--- src/pkg/rtc_pkg.sv ---
// What this block does
// - Link starts only on start with key 1
// - Good start: orange, green, then green flashing
// - Start with active command: orange, then off or red
// - Active command: any control off rest, stop
// - Slow key halves sticks 2,3,4,7 in movement
// - Mode selector enables only that mode's functions, except the held gear and the aux outputs, which still drive in every mode
// - Drill entry with push/pull off: all off
// - Stick 1 beats stick 5
// - Stick 8 beats stick 5
// - Stick 7 beats stick 6
// - Head 1 auto latch sequence, knob speed
// - Stick 8 or leaving drill cancels head 1
// - Head 2 auto latch sequence
// - Head 2 speed eight levels, up and down
// - Head 2 level kept across power-off
// - Stick 7 or leaving drill cancels head 2
// - Push scaled by knob, pull at maximum
// - Stick 1 forces maximum force and speed
// - Pump and percussion toggle, clear leaving drill
// - Gear steps off, first, second on forward
// - Gear back steps back, blocks charger, aux
package rtc_pkg;
   // clock and timing figures
   localparam int CLK_HZ = 100_000_000;
   localparam int CYC_PER_MS = CLK_HZ / 1000;
   localparam int ORANGE_OK_MS = 500;
   localparam int GREEN_MS = 1000;
   localparam int ALARM_MS = 1000;
   localparam int FLASH_HALF_MS = 500;
   localparam int FAST_HALF_MS = 100;
   localparam int DEBOUNCE_MS = 10;
   localparam int ORANGE_OK_CYC = ORANGE_OK_MS * CYC_PER_MS;
   localparam int GREEN_CYC = GREEN_MS * CYC_PER_MS;
   localparam int ALARM_CYC = ALARM_MS * CYC_PER_MS;
   localparam int FLASH_HALF_CYC = FLASH_HALF_MS * CYC_PER_MS;
   localparam int FAST_HALF_CYC = FAST_HALF_MS * CYC_PER_MS;
   localparam int DEBOUNCE_CYC = DEBOUNCE_MS * CYC_PER_MS;
   // stick layout, limits and reset values
   localparam int NSTICK = 8;
   localparam int STICK_W = 8;
   localparam logic [7:0] FORCE_MAX = 8'hFF;
   localparam logic [2:0] LEVEL_MAX = 3'h7;
   localparam logic [1:0] GEAR_LAST = 2'h2;
   localparam logic [1:0] GEAR_RST = 2'h0;
   localparam logic [7:0] SLOW_MASK = 8'h4E;
   localparam logic [7:0] MOVE_MASK_DEF = 8'h4E;
   localparam logic [7:0] PLACE_MASK_DEF = 8'h3F;
   localparam logic [7:0] DRILL_MASK_DEF = 8'hF1;
   // mode selector contacts, one hot
   typedef enum logic [2:0] {
      MODE_MOVE = 3'b001,
      MODE_PLACE = 3'b010,
      MODE_DRILL = 3'b100
   } rtc_mode_t;
   // pulse type controls, debounced
   typedef struct packed {
      logic start;
      logic auto_rot;
      logic h2_up;
      logic h2_down;
      logic gear_fwd;
      logic gear_back;
      logic pump;
      logic perc;
   } rtc_btn_t;
   // level type controls
   typedef struct packed {
      logic key_pos1;
      logic key_slow;
      logic estop;
      logic push_pull_up;
      logic push_pull_down;
      logic gear_enable;
      logic alt_gear_enable;
      logic aux_a;
      logic aux_b;
      logic [2:0] mode_selector;
   } rtc_sw_t;
   typedef struct packed {
      logic red;
      logic green;
   } rtc_lamp_t;
   typedef enum logic [5:0] {
      LS_IDLE = 6'b000001,
      LS_ORANGE = 6'b000010,
      LS_GREEN = 6'b000100,
      LS_LINK = 6'b001000,
      LS_ALARM = 6'b010000,
      LS_RED = 6'b100000
   } rtc_lstate_t;
   typedef enum logic [3:0] {
      AU_IDLE = 4'b0001,
      AU_PRESS = 4'b0010,
      AU_REL = 4'b0100,
      AU_ON = 4'b1000
   } rtc_auto_t;
endpackage

--- src/hdl/rtc_ctrl.sv ---
`timescale 1ns/1ps
`default_nettype none
module rtc_ctrl import rtc_pkg::*; #(
   parameter int T_ORANGE = ORANGE_OK_CYC,
   parameter int T_GREEN = GREEN_CYC,
   parameter int T_ALARM = ALARM_CYC,
   parameter int T_FLASH = FLASH_HALF_CYC,
   parameter int T_FAST = FAST_HALF_CYC,
   parameter int T_DEB = DEBOUNCE_CYC,
   parameter logic [7:0] MOVE_MASK = MOVE_MASK_DEF,
   parameter logic [7:0] PLACE_MASK = PLACE_MASK_DEF,
   parameter logic [7:0] DRILL_MASK = DRILL_MASK_DEF,
   parameter bit USE_ALT_GEAR = 1'b0
) (
   // clock and reset
   input wire logic clk_sys,
   input wire logic srst,
   // operator controls, asynchronous pins
   input wire rtc_btn_t btn_raw,
   input wire rtc_sw_t sw_raw,
   input wire logic [NSTICK-1:0][STICK_W-1:0] stick_raw,
   input wire logic [7:0] thrust_force_knob,
   input wire logic [7:0] head1_speed_knob,
   // head 2 level held in non-volatile store
   input wire logic [2:0] head2_level_restore,
   // lamps and link
   output logic link_active,
   output rtc_lamp_t battery_status_lamp,
   output logic option_check_lamp,
   // commands to the receiver
   output logic [NSTICK-1:0][STICK_W-1:0] stick_cmd,
   output logic head1_auto,
   output logic [7:0] head1_speed_cmd,
   output logic head2_auto,
   output logic [2:0] head2_level,
   output logic push_cmd,
   output logic pull_cmd,
   output logic [7:0] force_cmd,
   output logic head_speed_max,
   output logic pump_on,
   output logic percussion_on,
   output logic gear_output_a,
   output logic gear_output_b,
   output logic aux_a_cmd,
   output logic aux_b_cmd,
   output logic charger_block
);
   localparam int SYNC_W = 8 + $bits(rtc_sw_t) + NSTICK * STICK_W + 16;
   localparam int DEB_W = $clog2(T_DEB + 1);
   localparam logic [31:0] LD_ORANGE = 32'(T_ORANGE - 1);
   localparam logic [31:0] LD_GREEN = 32'(T_GREEN - 1);
   localparam logic [31:0] LD_ALARM = 32'(T_ALARM - 1);
   localparam logic [31:0] LD_FLASH = 32'(T_FLASH - 1);
   localparam logic [31:0] LD_FAST = 32'(T_FAST - 1);

   function automatic logic [2:0] sat_step(input logic [2:0] v,
      input logic up, input logic dn, input logic [2:0] top);
      if (up && v != top) return v + 3'h1;
      if (dn && v != 3'h0) return v - 3'h1;
      return v;
   endfunction

   // one latch sequence serves both heads
   function automatic rtc_auto_t auto_step(input rtc_auto_t s,
      input logic defl, input logic hold, input logic press,
      input logic en);
      if (!en) return AU_IDLE;
      case (s)
         AU_IDLE: return (defl && press) ? AU_PRESS : AU_IDLE;
         AU_PRESS: return !hold ? AU_IDLE : (!defl ? AU_REL : AU_PRESS);
         AU_REL: return defl ? AU_IDLE : (!hold ? AU_ON : AU_REL);
         AU_ON: return defl ? AU_IDLE : AU_ON;
         default: return AU_IDLE;
      endcase
   endfunction

   // two-stage synchroniser on every operator control pin
   logic [SYNC_W-1:0] sync1_reg, sync2_reg;
   always_ff @(posedge clk_sys) begin
      sync1_reg <= {btn_raw, sw_raw, stick_raw, thrust_force_knob,
                    head1_speed_knob};
      sync2_reg <= sync1_reg;
   end
   logic [7:0] btn_s;
   rtc_sw_t sw;
   logic [NSTICK-1:0][STICK_W-1:0] stick;
   logic [7:0] knob_t, knob_h;
   assign {btn_s, sw, stick, knob_t, knob_h} = sync2_reg;

   // debounce: a change must hold T_DEB cycles to be accepted
   logic [7:0] btn_db_v, btn_prev_reg;
   for (genvar i = 0; i < 8; i++) begin : g_deb
      logic [DEB_W-1:0] cnt_reg;
      logic db_reg;
      always_ff @(posedge clk_sys) begin
         if (srst || btn_s[i] == db_reg) begin
            cnt_reg <= '0;
            db_reg <= srst ? 1'b0 : db_reg;
         end else if (cnt_reg == DEB_W'(T_DEB - 1)) begin
            cnt_reg <= '0;
            db_reg <= btn_s[i];
         end else begin
            cnt_reg <= cnt_reg + DEB_W'(1);
         end
      end
      assign btn_db_v[i] = db_reg;
   end
   always_ff @(posedge clk_sys) begin
      btn_prev_reg <= srst ? 8'h00 : btn_db_v;
   end
   rtc_btn_t btn, rise;
   assign btn = rtc_btn_t'(btn_db_v);
   assign rise = rtc_btn_t'(btn_db_v & ~btn_prev_reg);

   // deflection and active-command detection
   logic [NSTICK-1:0] defl;
   for (genvar i = 0; i < NSTICK; i++) begin : g_defl
      assign defl[i] = stick[i] != '0;
   end
   wire active = |defl | sw.estop | sw.push_pull_up | sw.push_pull_down |
      sw.gear_enable | sw.alt_gear_enable | sw.aux_a | sw.aux_b |
      (|btn_db_v[6:0]);
   wire start_ok = sw.key_pos1 && rise.start;

   // start and lamp sequencer
   rtc_lstate_t st_reg, st_next;
   logic [31:0] tmr_reg, tmr_next;
   logic phase_reg;
   wire tmr_done = tmr_reg == 32'h0000_0000;
   always_comb begin
      st_next = st_reg;
      tmr_next = tmr_done ? tmr_reg : tmr_reg - 32'h0000_0001;
      case (st_reg)
         LS_IDLE: begin
            if (start_ok) begin
               st_next = active ? LS_ALARM : LS_ORANGE;
               tmr_next = active ? LD_ALARM : LD_ORANGE;
            end
         end
         LS_ORANGE: begin
            if (tmr_done) begin
               st_next = LS_GREEN;
               tmr_next = LD_GREEN;
            end
         end
         LS_GREEN: begin
            if (tmr_done) begin
               st_next = LS_LINK;
               tmr_next = LD_FLASH;
            end
         end
         LS_LINK: begin
            if (tmr_done) tmr_next = LD_FLASH;
         end
         LS_ALARM: begin
            // orange then off, or red while start stays held
            if (tmr_done) st_next = (btn.start && active) ? LS_RED : LS_IDLE;
         end
         LS_RED: begin
            if (!btn.start || !active) st_next = LS_IDLE;
         end
         default: st_next = LS_IDLE;
      endcase
      if (!sw.key_pos1) st_next = LS_IDLE;
   end
   always_ff @(posedge clk_sys) begin
      st_reg <= srst ? LS_IDLE : st_next;
      tmr_reg <= srst ? 32'h0000_0000 : tmr_next;
   end
   // green blink phase, one full flash per second
   always_ff @(posedge clk_sys) begin
      if (srst || st_reg != LS_LINK) phase_reg <= 1'b1;
      else if (tmr_done) phase_reg <= ~phase_reg;
   end
   // fast blink for the option check lamp
   logic [31:0] fast_reg;
   logic fast_ph_reg;
   always_ff @(posedge clk_sys) begin
      if (srst) begin
         fast_reg <= 32'h0000_0000;
         fast_ph_reg <= 1'b0;
      end else begin
         fast_reg <= (fast_reg == 32'h0000_0000) ? LD_FAST
                     : fast_reg - 32'h0000_0001;
         fast_ph_reg <= fast_ph_reg ^ (fast_reg == 32'h0000_0000);
      end
   end

   // mode decode and drill-entry fault
   wire move = sw.mode_selector == MODE_MOVE;
   wire drill = sw.mode_selector == MODE_DRILL;
   wire [7:0] mode_mask = move ? MOVE_MASK
      : (sw.mode_selector == MODE_PLACE) ? PLACE_MASK
      : drill ? DRILL_MASK : 8'h00;
   wire pp_off = sw.push_pull_up | sw.push_pull_down;
   logic drill_prev_reg, fault_reg;
   // set wins: entry with selector off centre holds until centred or drill is left
   always_ff @(posedge clk_sys) begin
      drill_prev_reg <= srst ? 1'b0 : drill;
      if (srst) fault_reg <= 1'b0;
      else if (drill && !drill_prev_reg && pp_off) fault_reg <= 1'b1;
      else if (!pp_off || !drill) fault_reg <= 1'b0;
   end
   wire link = st_reg == LS_LINK;
   wire run = link && !fault_reg;
   wire drun = run && drill;

   // head automatic rotation latches
   rtc_auto_t au1_reg, au2_reg;
   always_ff @(posedge clk_sys) begin
      au1_reg <= srst ? AU_IDLE
         : auto_step(au1_reg, defl[7], btn.auto_rot, rise.auto_rot,
                     drun);
      au2_reg <= srst ? AU_IDLE
         : auto_step(au2_reg, defl[6], btn.auto_rot, rise.auto_rot,
                     drun);
   end

   // head 2 level restored once after reset, then stepped
   logic [2:0] level_reg;
   logic init_reg;
   always_ff @(posedge clk_sys) begin
      init_reg <= !srst;
      if (srst) level_reg <= 3'h0;
      else if (!init_reg) level_reg <= head2_level_restore;
      else if (drun)
         level_reg <= sat_step(level_reg, rise.h2_up, rise.h2_down,
                               LEVEL_MAX);
   end

   // gear stepper, blocks charger and aux while held
   wire gear_act = drun && (USE_ALT_GEAR ? sw.alt_gear_enable
                                         : sw.gear_enable);
   logic [1:0] gear_reg;
   wire [2:0] gear_step = sat_step({1'b0, gear_reg}, rise.gear_fwd,
      rise.gear_back, {1'b0, GEAR_LAST});
   always_ff @(posedge clk_sys) begin
      if (srst) gear_reg <= GEAR_RST;
      else if (gear_act) gear_reg <= gear_step[1:0];
   end

   // push-push pump and percussion
   logic pump_reg, perc_reg;
   always_ff @(posedge clk_sys) begin
      pump_reg <= (srst || !drill) ? 1'b0 : pump_reg ^ (drun && rise.pump);
      perc_reg <= (srst || !drill) ? 1'b0
                  : perc_reg ^ (drun && rise.perc);
   end

   // stick priorities, mode gating and slow scaling
   wire [7:0] blk = {2'b00, defl[6], defl[0] | defl[7], 4'h0};
   wire [7:0] hold = {au1_reg == AU_ON, au2_reg == AU_ON, 6'h00};
   wire slow = sw.key_slow && move;
   logic [NSTICK-1:0][STICK_W-1:0] stick_next;
   for (genvar i = 0; i < NSTICK; i++) begin : g_stk
      wire en = run && mode_mask[i] && !blk[i] && !hold[i];
      wire [7:0] v = (slow && SLOW_MASK[i]) ? {stick[i][7], stick[i][7:1]}
                                            : stick[i];
      assign stick_next[i] = en ? v : 8'h00;
   end
   wire pp_en = drun && !gear_act;
   wire push_n = pp_en && sw.push_pull_up;
   wire pull_n = pp_en && sw.push_pull_down;
   wire max_n = pull_n || defl[0];
   wire [7:0] force_n = !(push_n || pull_n) ? 8'h00
                        : max_n ? FORCE_MAX : knob_t;

   // registered outputs
   always_ff @(posedge clk_sys) begin
      if (srst) begin
         stick_cmd <= '0;
         push_cmd <= 1'b0;
         pull_cmd <= 1'b0;
         force_cmd <= 8'h00;
         head_speed_max <= 1'b0;
         head1_speed_cmd <= 8'h00;
         battery_status_lamp <= '0;
         option_check_lamp <= 1'b0;
      end else begin
         stick_cmd <= stick_next;
         push_cmd <= push_n;
         pull_cmd <= pull_n;
         force_cmd <= force_n;
         head_speed_max <= (push_n || pull_n) && stick_next[0] != 8'h00;
         head1_speed_cmd <= (au1_reg == AU_ON && run) ? knob_h : 8'h00;
         battery_status_lamp.red <= st_next inside {LS_ORANGE, LS_ALARM,
                                                   LS_RED};
         battery_status_lamp.green <= st_next inside {LS_ORANGE, LS_ALARM,
            LS_GREEN} || (st_next == LS_LINK && phase_reg);
         option_check_lamp <= fault_reg && fast_ph_reg;
      end
   end
   assign link_active = link;
   assign head1_auto = au1_reg == AU_ON;
   assign head2_auto = au2_reg == AU_ON;
   assign head2_level = level_reg;
   assign pump_on = pump_reg;
   assign percussion_on = perc_reg;
   assign gear_output_a = run && gear_reg == 2'h1;
   assign gear_output_b = run && gear_reg == 2'h2;
   assign aux_a_cmd = run && !gear_act && sw.aux_a;
   assign aux_b_cmd = run && !gear_act && sw.aux_b;
   assign charger_block = gear_act;
endmodule
`default_nettype wire

--- config.mk ---
export PLATFORM = sky130hd
export DESIGN_NAME = rtc_ctrl
export DESIGN_NICKNAME = d
export VERILOG_FILES = /design/src/pkg/rtc_pkg.sv /design/src/hdl/rtc_ctrl.sv
export SDC_FILE = /design/constraint.sdc
export NUM_CORES = 1
export LEC_CHECK = 0
export BUFFER_PORTS_ARGS = -buffer_cell sky130_fd_sc_hd__buf_2
export CORE_MARGIN = 1
export CORE_UTILIZATION = 38
export DETAILED_ROUTE_END_ITERATION = 12
export PLACE_DENSITY = 0.61
export SLEW_MARGIN = 20
export SYNTH_ARGS = -nofsm -noshare
export SYNTH_HDL_FRONTEND = slang
export SYNTH_SLANG_ARGS = --single-unit
export TNS_END_PERCENT = 10
--- constraint.sdc ---
create_clock -name clk_sys -period 3.39 [get_ports clk_sys]
set_input_delay 0.1695 -clock clk_sys [delete_from_list [all_inputs] [get_ports clk_sys]]
set_output_delay 0.1695 -clock clk_sys [all_outputs]
set_load 0.005 [all_outputs]
==> flow_metrics.py <==
metrics = {
    "timing": {
        "tns_ns": 0,
        "min_period_ns": 2.992,
        "timing.final.crit_share_pct": 88.27,
        "max_freq_mhz": 334.2,
        "worst_pin_slew_ns": 0.9962,
        "hold_viol": 0,
        "max-slew-margin-rel_pct": 32.97,
        "finalSetupViolCount": 0,
        "rsz0062_at_grt": "no",
        "hold_ws_ns": 0.2017,
        "maxSlewViolCount": 0,
        "postLayoutSetupSlackWorst_ns": 0.3976,
        "fin_skew_ns": 0.01283,
    },
    "global_routing": {
        "track_usage_pct": 16.78,
        "grt_overflow": 0,
        "grt_start_max_net_pins": 63,
        "grt_pass1_vias": 13820,
        "grt_first_pass_wirelength_mm": 68.54,
        "grt_antenna_before_repair": 0,
    },
    "power_and_ir_drop": {
        "netSwitchingPower_w": 0.003759,
        "leakage_nw": 9.280,
        "netSwitchingFraction_pct": 24.97,
        "power.share.clock_pct": 40.5,
        "power_density_nw_per_um2": 640.1,
        "combPwrFrac_pct": 11.5,
        "p_int_w": 0.01129,
        "seqPwrFrac_pct": 48.0,
        "vdd_drop_max_v": 0.0004831,
    },
    "clock_tree": {
        "clock-sinks": 552,
        "cts_setup_buffers": 0,
        "hold_buffers": 103,
        "h-tree-depth": 2,
        "root_buffer": "clkbuf_16",
        "clockBufferDepth": 3,
        "clkLatencyLatePin_ns": 0.60,
        "cts.clk_slew.worst_paths_ns": 0.06,
        "cts_buffers": 55,
        "ctsResizeCount": 0,
        "tritoncts": "yes",
    },
    "synth": {
        "synth_area_um2": 18880,
        "syn-instance-count": 1890,
        "ys.flop_type": "dfxtp_1",
        "synthesis.nets": 2014,
        "yosys-top-cells-count": "544 x dfxtp_1, 297 x nor2_1, 155 x nand2_1, 121 x xnor2_1, 91 x xor2_1",
        "syn_area_per_cell_um2": 9.988,
        "synth.yosys.warnings": 0,
        "yosys_register_bits": 552,
        "synth_edf_count": 8,
        "yosysTopAreaCellShare_pct": 57.69,
        "yosysMostFrequentCell": "dfxtp_1",
        "yosysTopAreaCell": "dfxtp_1",
        "async_reset_ff_share_pct": 0,
        "synth_cell_types": 65,
        "synth-seq-area-share_pct": 58.96,
        "synth_top_cells_by_area": "dfxtp_1 58%, nor2_1 5.9%, xnor2_1 5.6%",
    },
    "worst_setup_path": {
        "cp_max_fo": 9,
        "worstPathArrival_ns": 2.82,
        "crit_required_ns": 3.22,
        "critPathKind": "flop to primary output",
        "setup.worst_path.end_class": "primary output",
        "start_kind": "flop",
    },
    "layout": {
        "nFillCells": 4447,
        "multi_input_area_um2": 7375,
        "largest_reg_flops": 160,
        "regArea_um2": 11130,
        "final_nets": 2338,
        "insertedDiodeCount": 0,
        "layout-drive-gt1-share_pct": 14.76,
        "area_growth_pct": 24.60,
        "instances_no_fill": 2920,
    },
    "drt": {
        "detail_route.wl_per_cell_um": 14.57,
        "vias": 13900,
        "firstDrtPassIters": 5,
        "routed_wl_mm": 42.54,
        "drc": 0,
        "drtIter0Drc": 657,
        "via_per_inst": 4.759,
        "detail-route-antenna-nets": 0,
    },
    "flow_run": {
        "maxCapViolCount": 0,
    },
    "floorplanning": {
        "die_w_um": 224.9,
        "ios": 204,
        "design.core.area_um2": 48950,
        "dieArea_um2": 50570,
        "initial_core_util_pct": 38.56,
        "num_rows": 81,
        "die_height_um": 224.9,
    },
    "status": {
        "outcome": "complete, no violations",
    },
    "placed_design": {
        "place_ws_ns": 0.5482,
        "place_inst": 2718,
        "gp_congestion": 0.8156,
        "port-buffer-count": 203,
        "place.detailed.hpwl_mm": 29.61,
    },
    "min_path": {
        "hold_path.class": "input pin to flop",
    },
}
## power groups by stage
stage / Sequential [W] / Combinational, W / Clock, W
2_1_floorplan: 0.00727 / 0.00133 / 0
3_3_place_gp: 0.00735 / 0.00160 / 0
3_5_place_dp: 0.00737 / 0.00164 / 0
4_1_cts: 0.00723 / 0.00174 / 0.00625
5_1_grt: 0.00728 / 0.00195 / 0.00652
6_report: 0.00723 / 0.00173 / 0.00609
## critical path: stages (launching register included)
cell,delay [ns]
dfxtp_1,0.39
nor4_1,0.49
nand2_1,0.18
nor2_1,0.42
nand3_1,0.25
and3_1,0.33
buf_2,0.16
## final cells by class
| type | count | area share, % |
|---|---|---|
| Sequential cell | 552 | 47.32 |
| Multi-Input combinational cell | 1235 | 31.35 |
| Timing Repair Buffer | 322 | 9.214 |
| Clock buffer | 78 | 6.830 |
| Tap cell | 664 | 3.532 |
| Clock inverter | 21 | 0.9682 |
| Inverter | 48 | 0.7767 |
## placed cells by master (no fill, tap or decap), types with 15 or more instances in the layout
cell	instances
or3_1	22
nor3_1	36
o21ai_0	22
nand4_1	40
nor3b_1	15
buf_4	16
dfxtp_1	544
buf_2	203
xnor2_1	121
inv_1	46
and3_1	37
nor2_1	297
a21oi_1	67
xor2_1	91
clkbuf_16	58
nand2_1	155
dlygate4sd3_1	103
nand3_1	66
nor4_1	56
and4_1	18
and2_1	41
ha_1	19
## layer usage
layer | GRT usage (%) | wire length (um)
met5 | 0 | 0
met4 | 5.420 | 1056
met3 | 5.056 | 2627
met2 | 28.24 | 19880
met1 | 20.40 | 18970
## worst paths after layout
check | start | to | slack [ns] | cells past startpoint
hold / removal | stick_raw[25] | sync1_reg[41] | 0.20 | 2
setup reg to reg | g_deb[1].db_reg | battery_status_lamp[0] | 0.55 | 6
setup / recovery | st_reg[4] | aux_a_cmd | 0.40 | 6
hold reg to reg | sync1_reg[7] | sync2_reg[7] | 0.32 | 0
## stage by stage
| step | utilization (%) | cell area, um2 | power (W) |
|---|---|---|---|
| floorplan | - | 18880 | 0.008607 |
| global placement | 42.20 | 20650 | 0.008948 |
| detailed placement | 42.20 | 20650 | 0.009005 |
| CTS | 48.05 | 23520 | 0.01522 |
| global route | 48.05 | 23520 | 0.01575 |
| finish | 48.05 | 23520 | 0.01505 |
## cells by family after synthesis
group	Yosys count	share of synthesized area (%)
AOI/OAI and AO/OA	135	4.355
xor gates and xnor gates	212	9.836
adders and majority gates	19	1.259
buffers and inverters	103	2.161
DFF	552	58.96
muxes	3	0.1591
and+or+nand+nor	866	23.27
(Power assumes the default switching activity.)
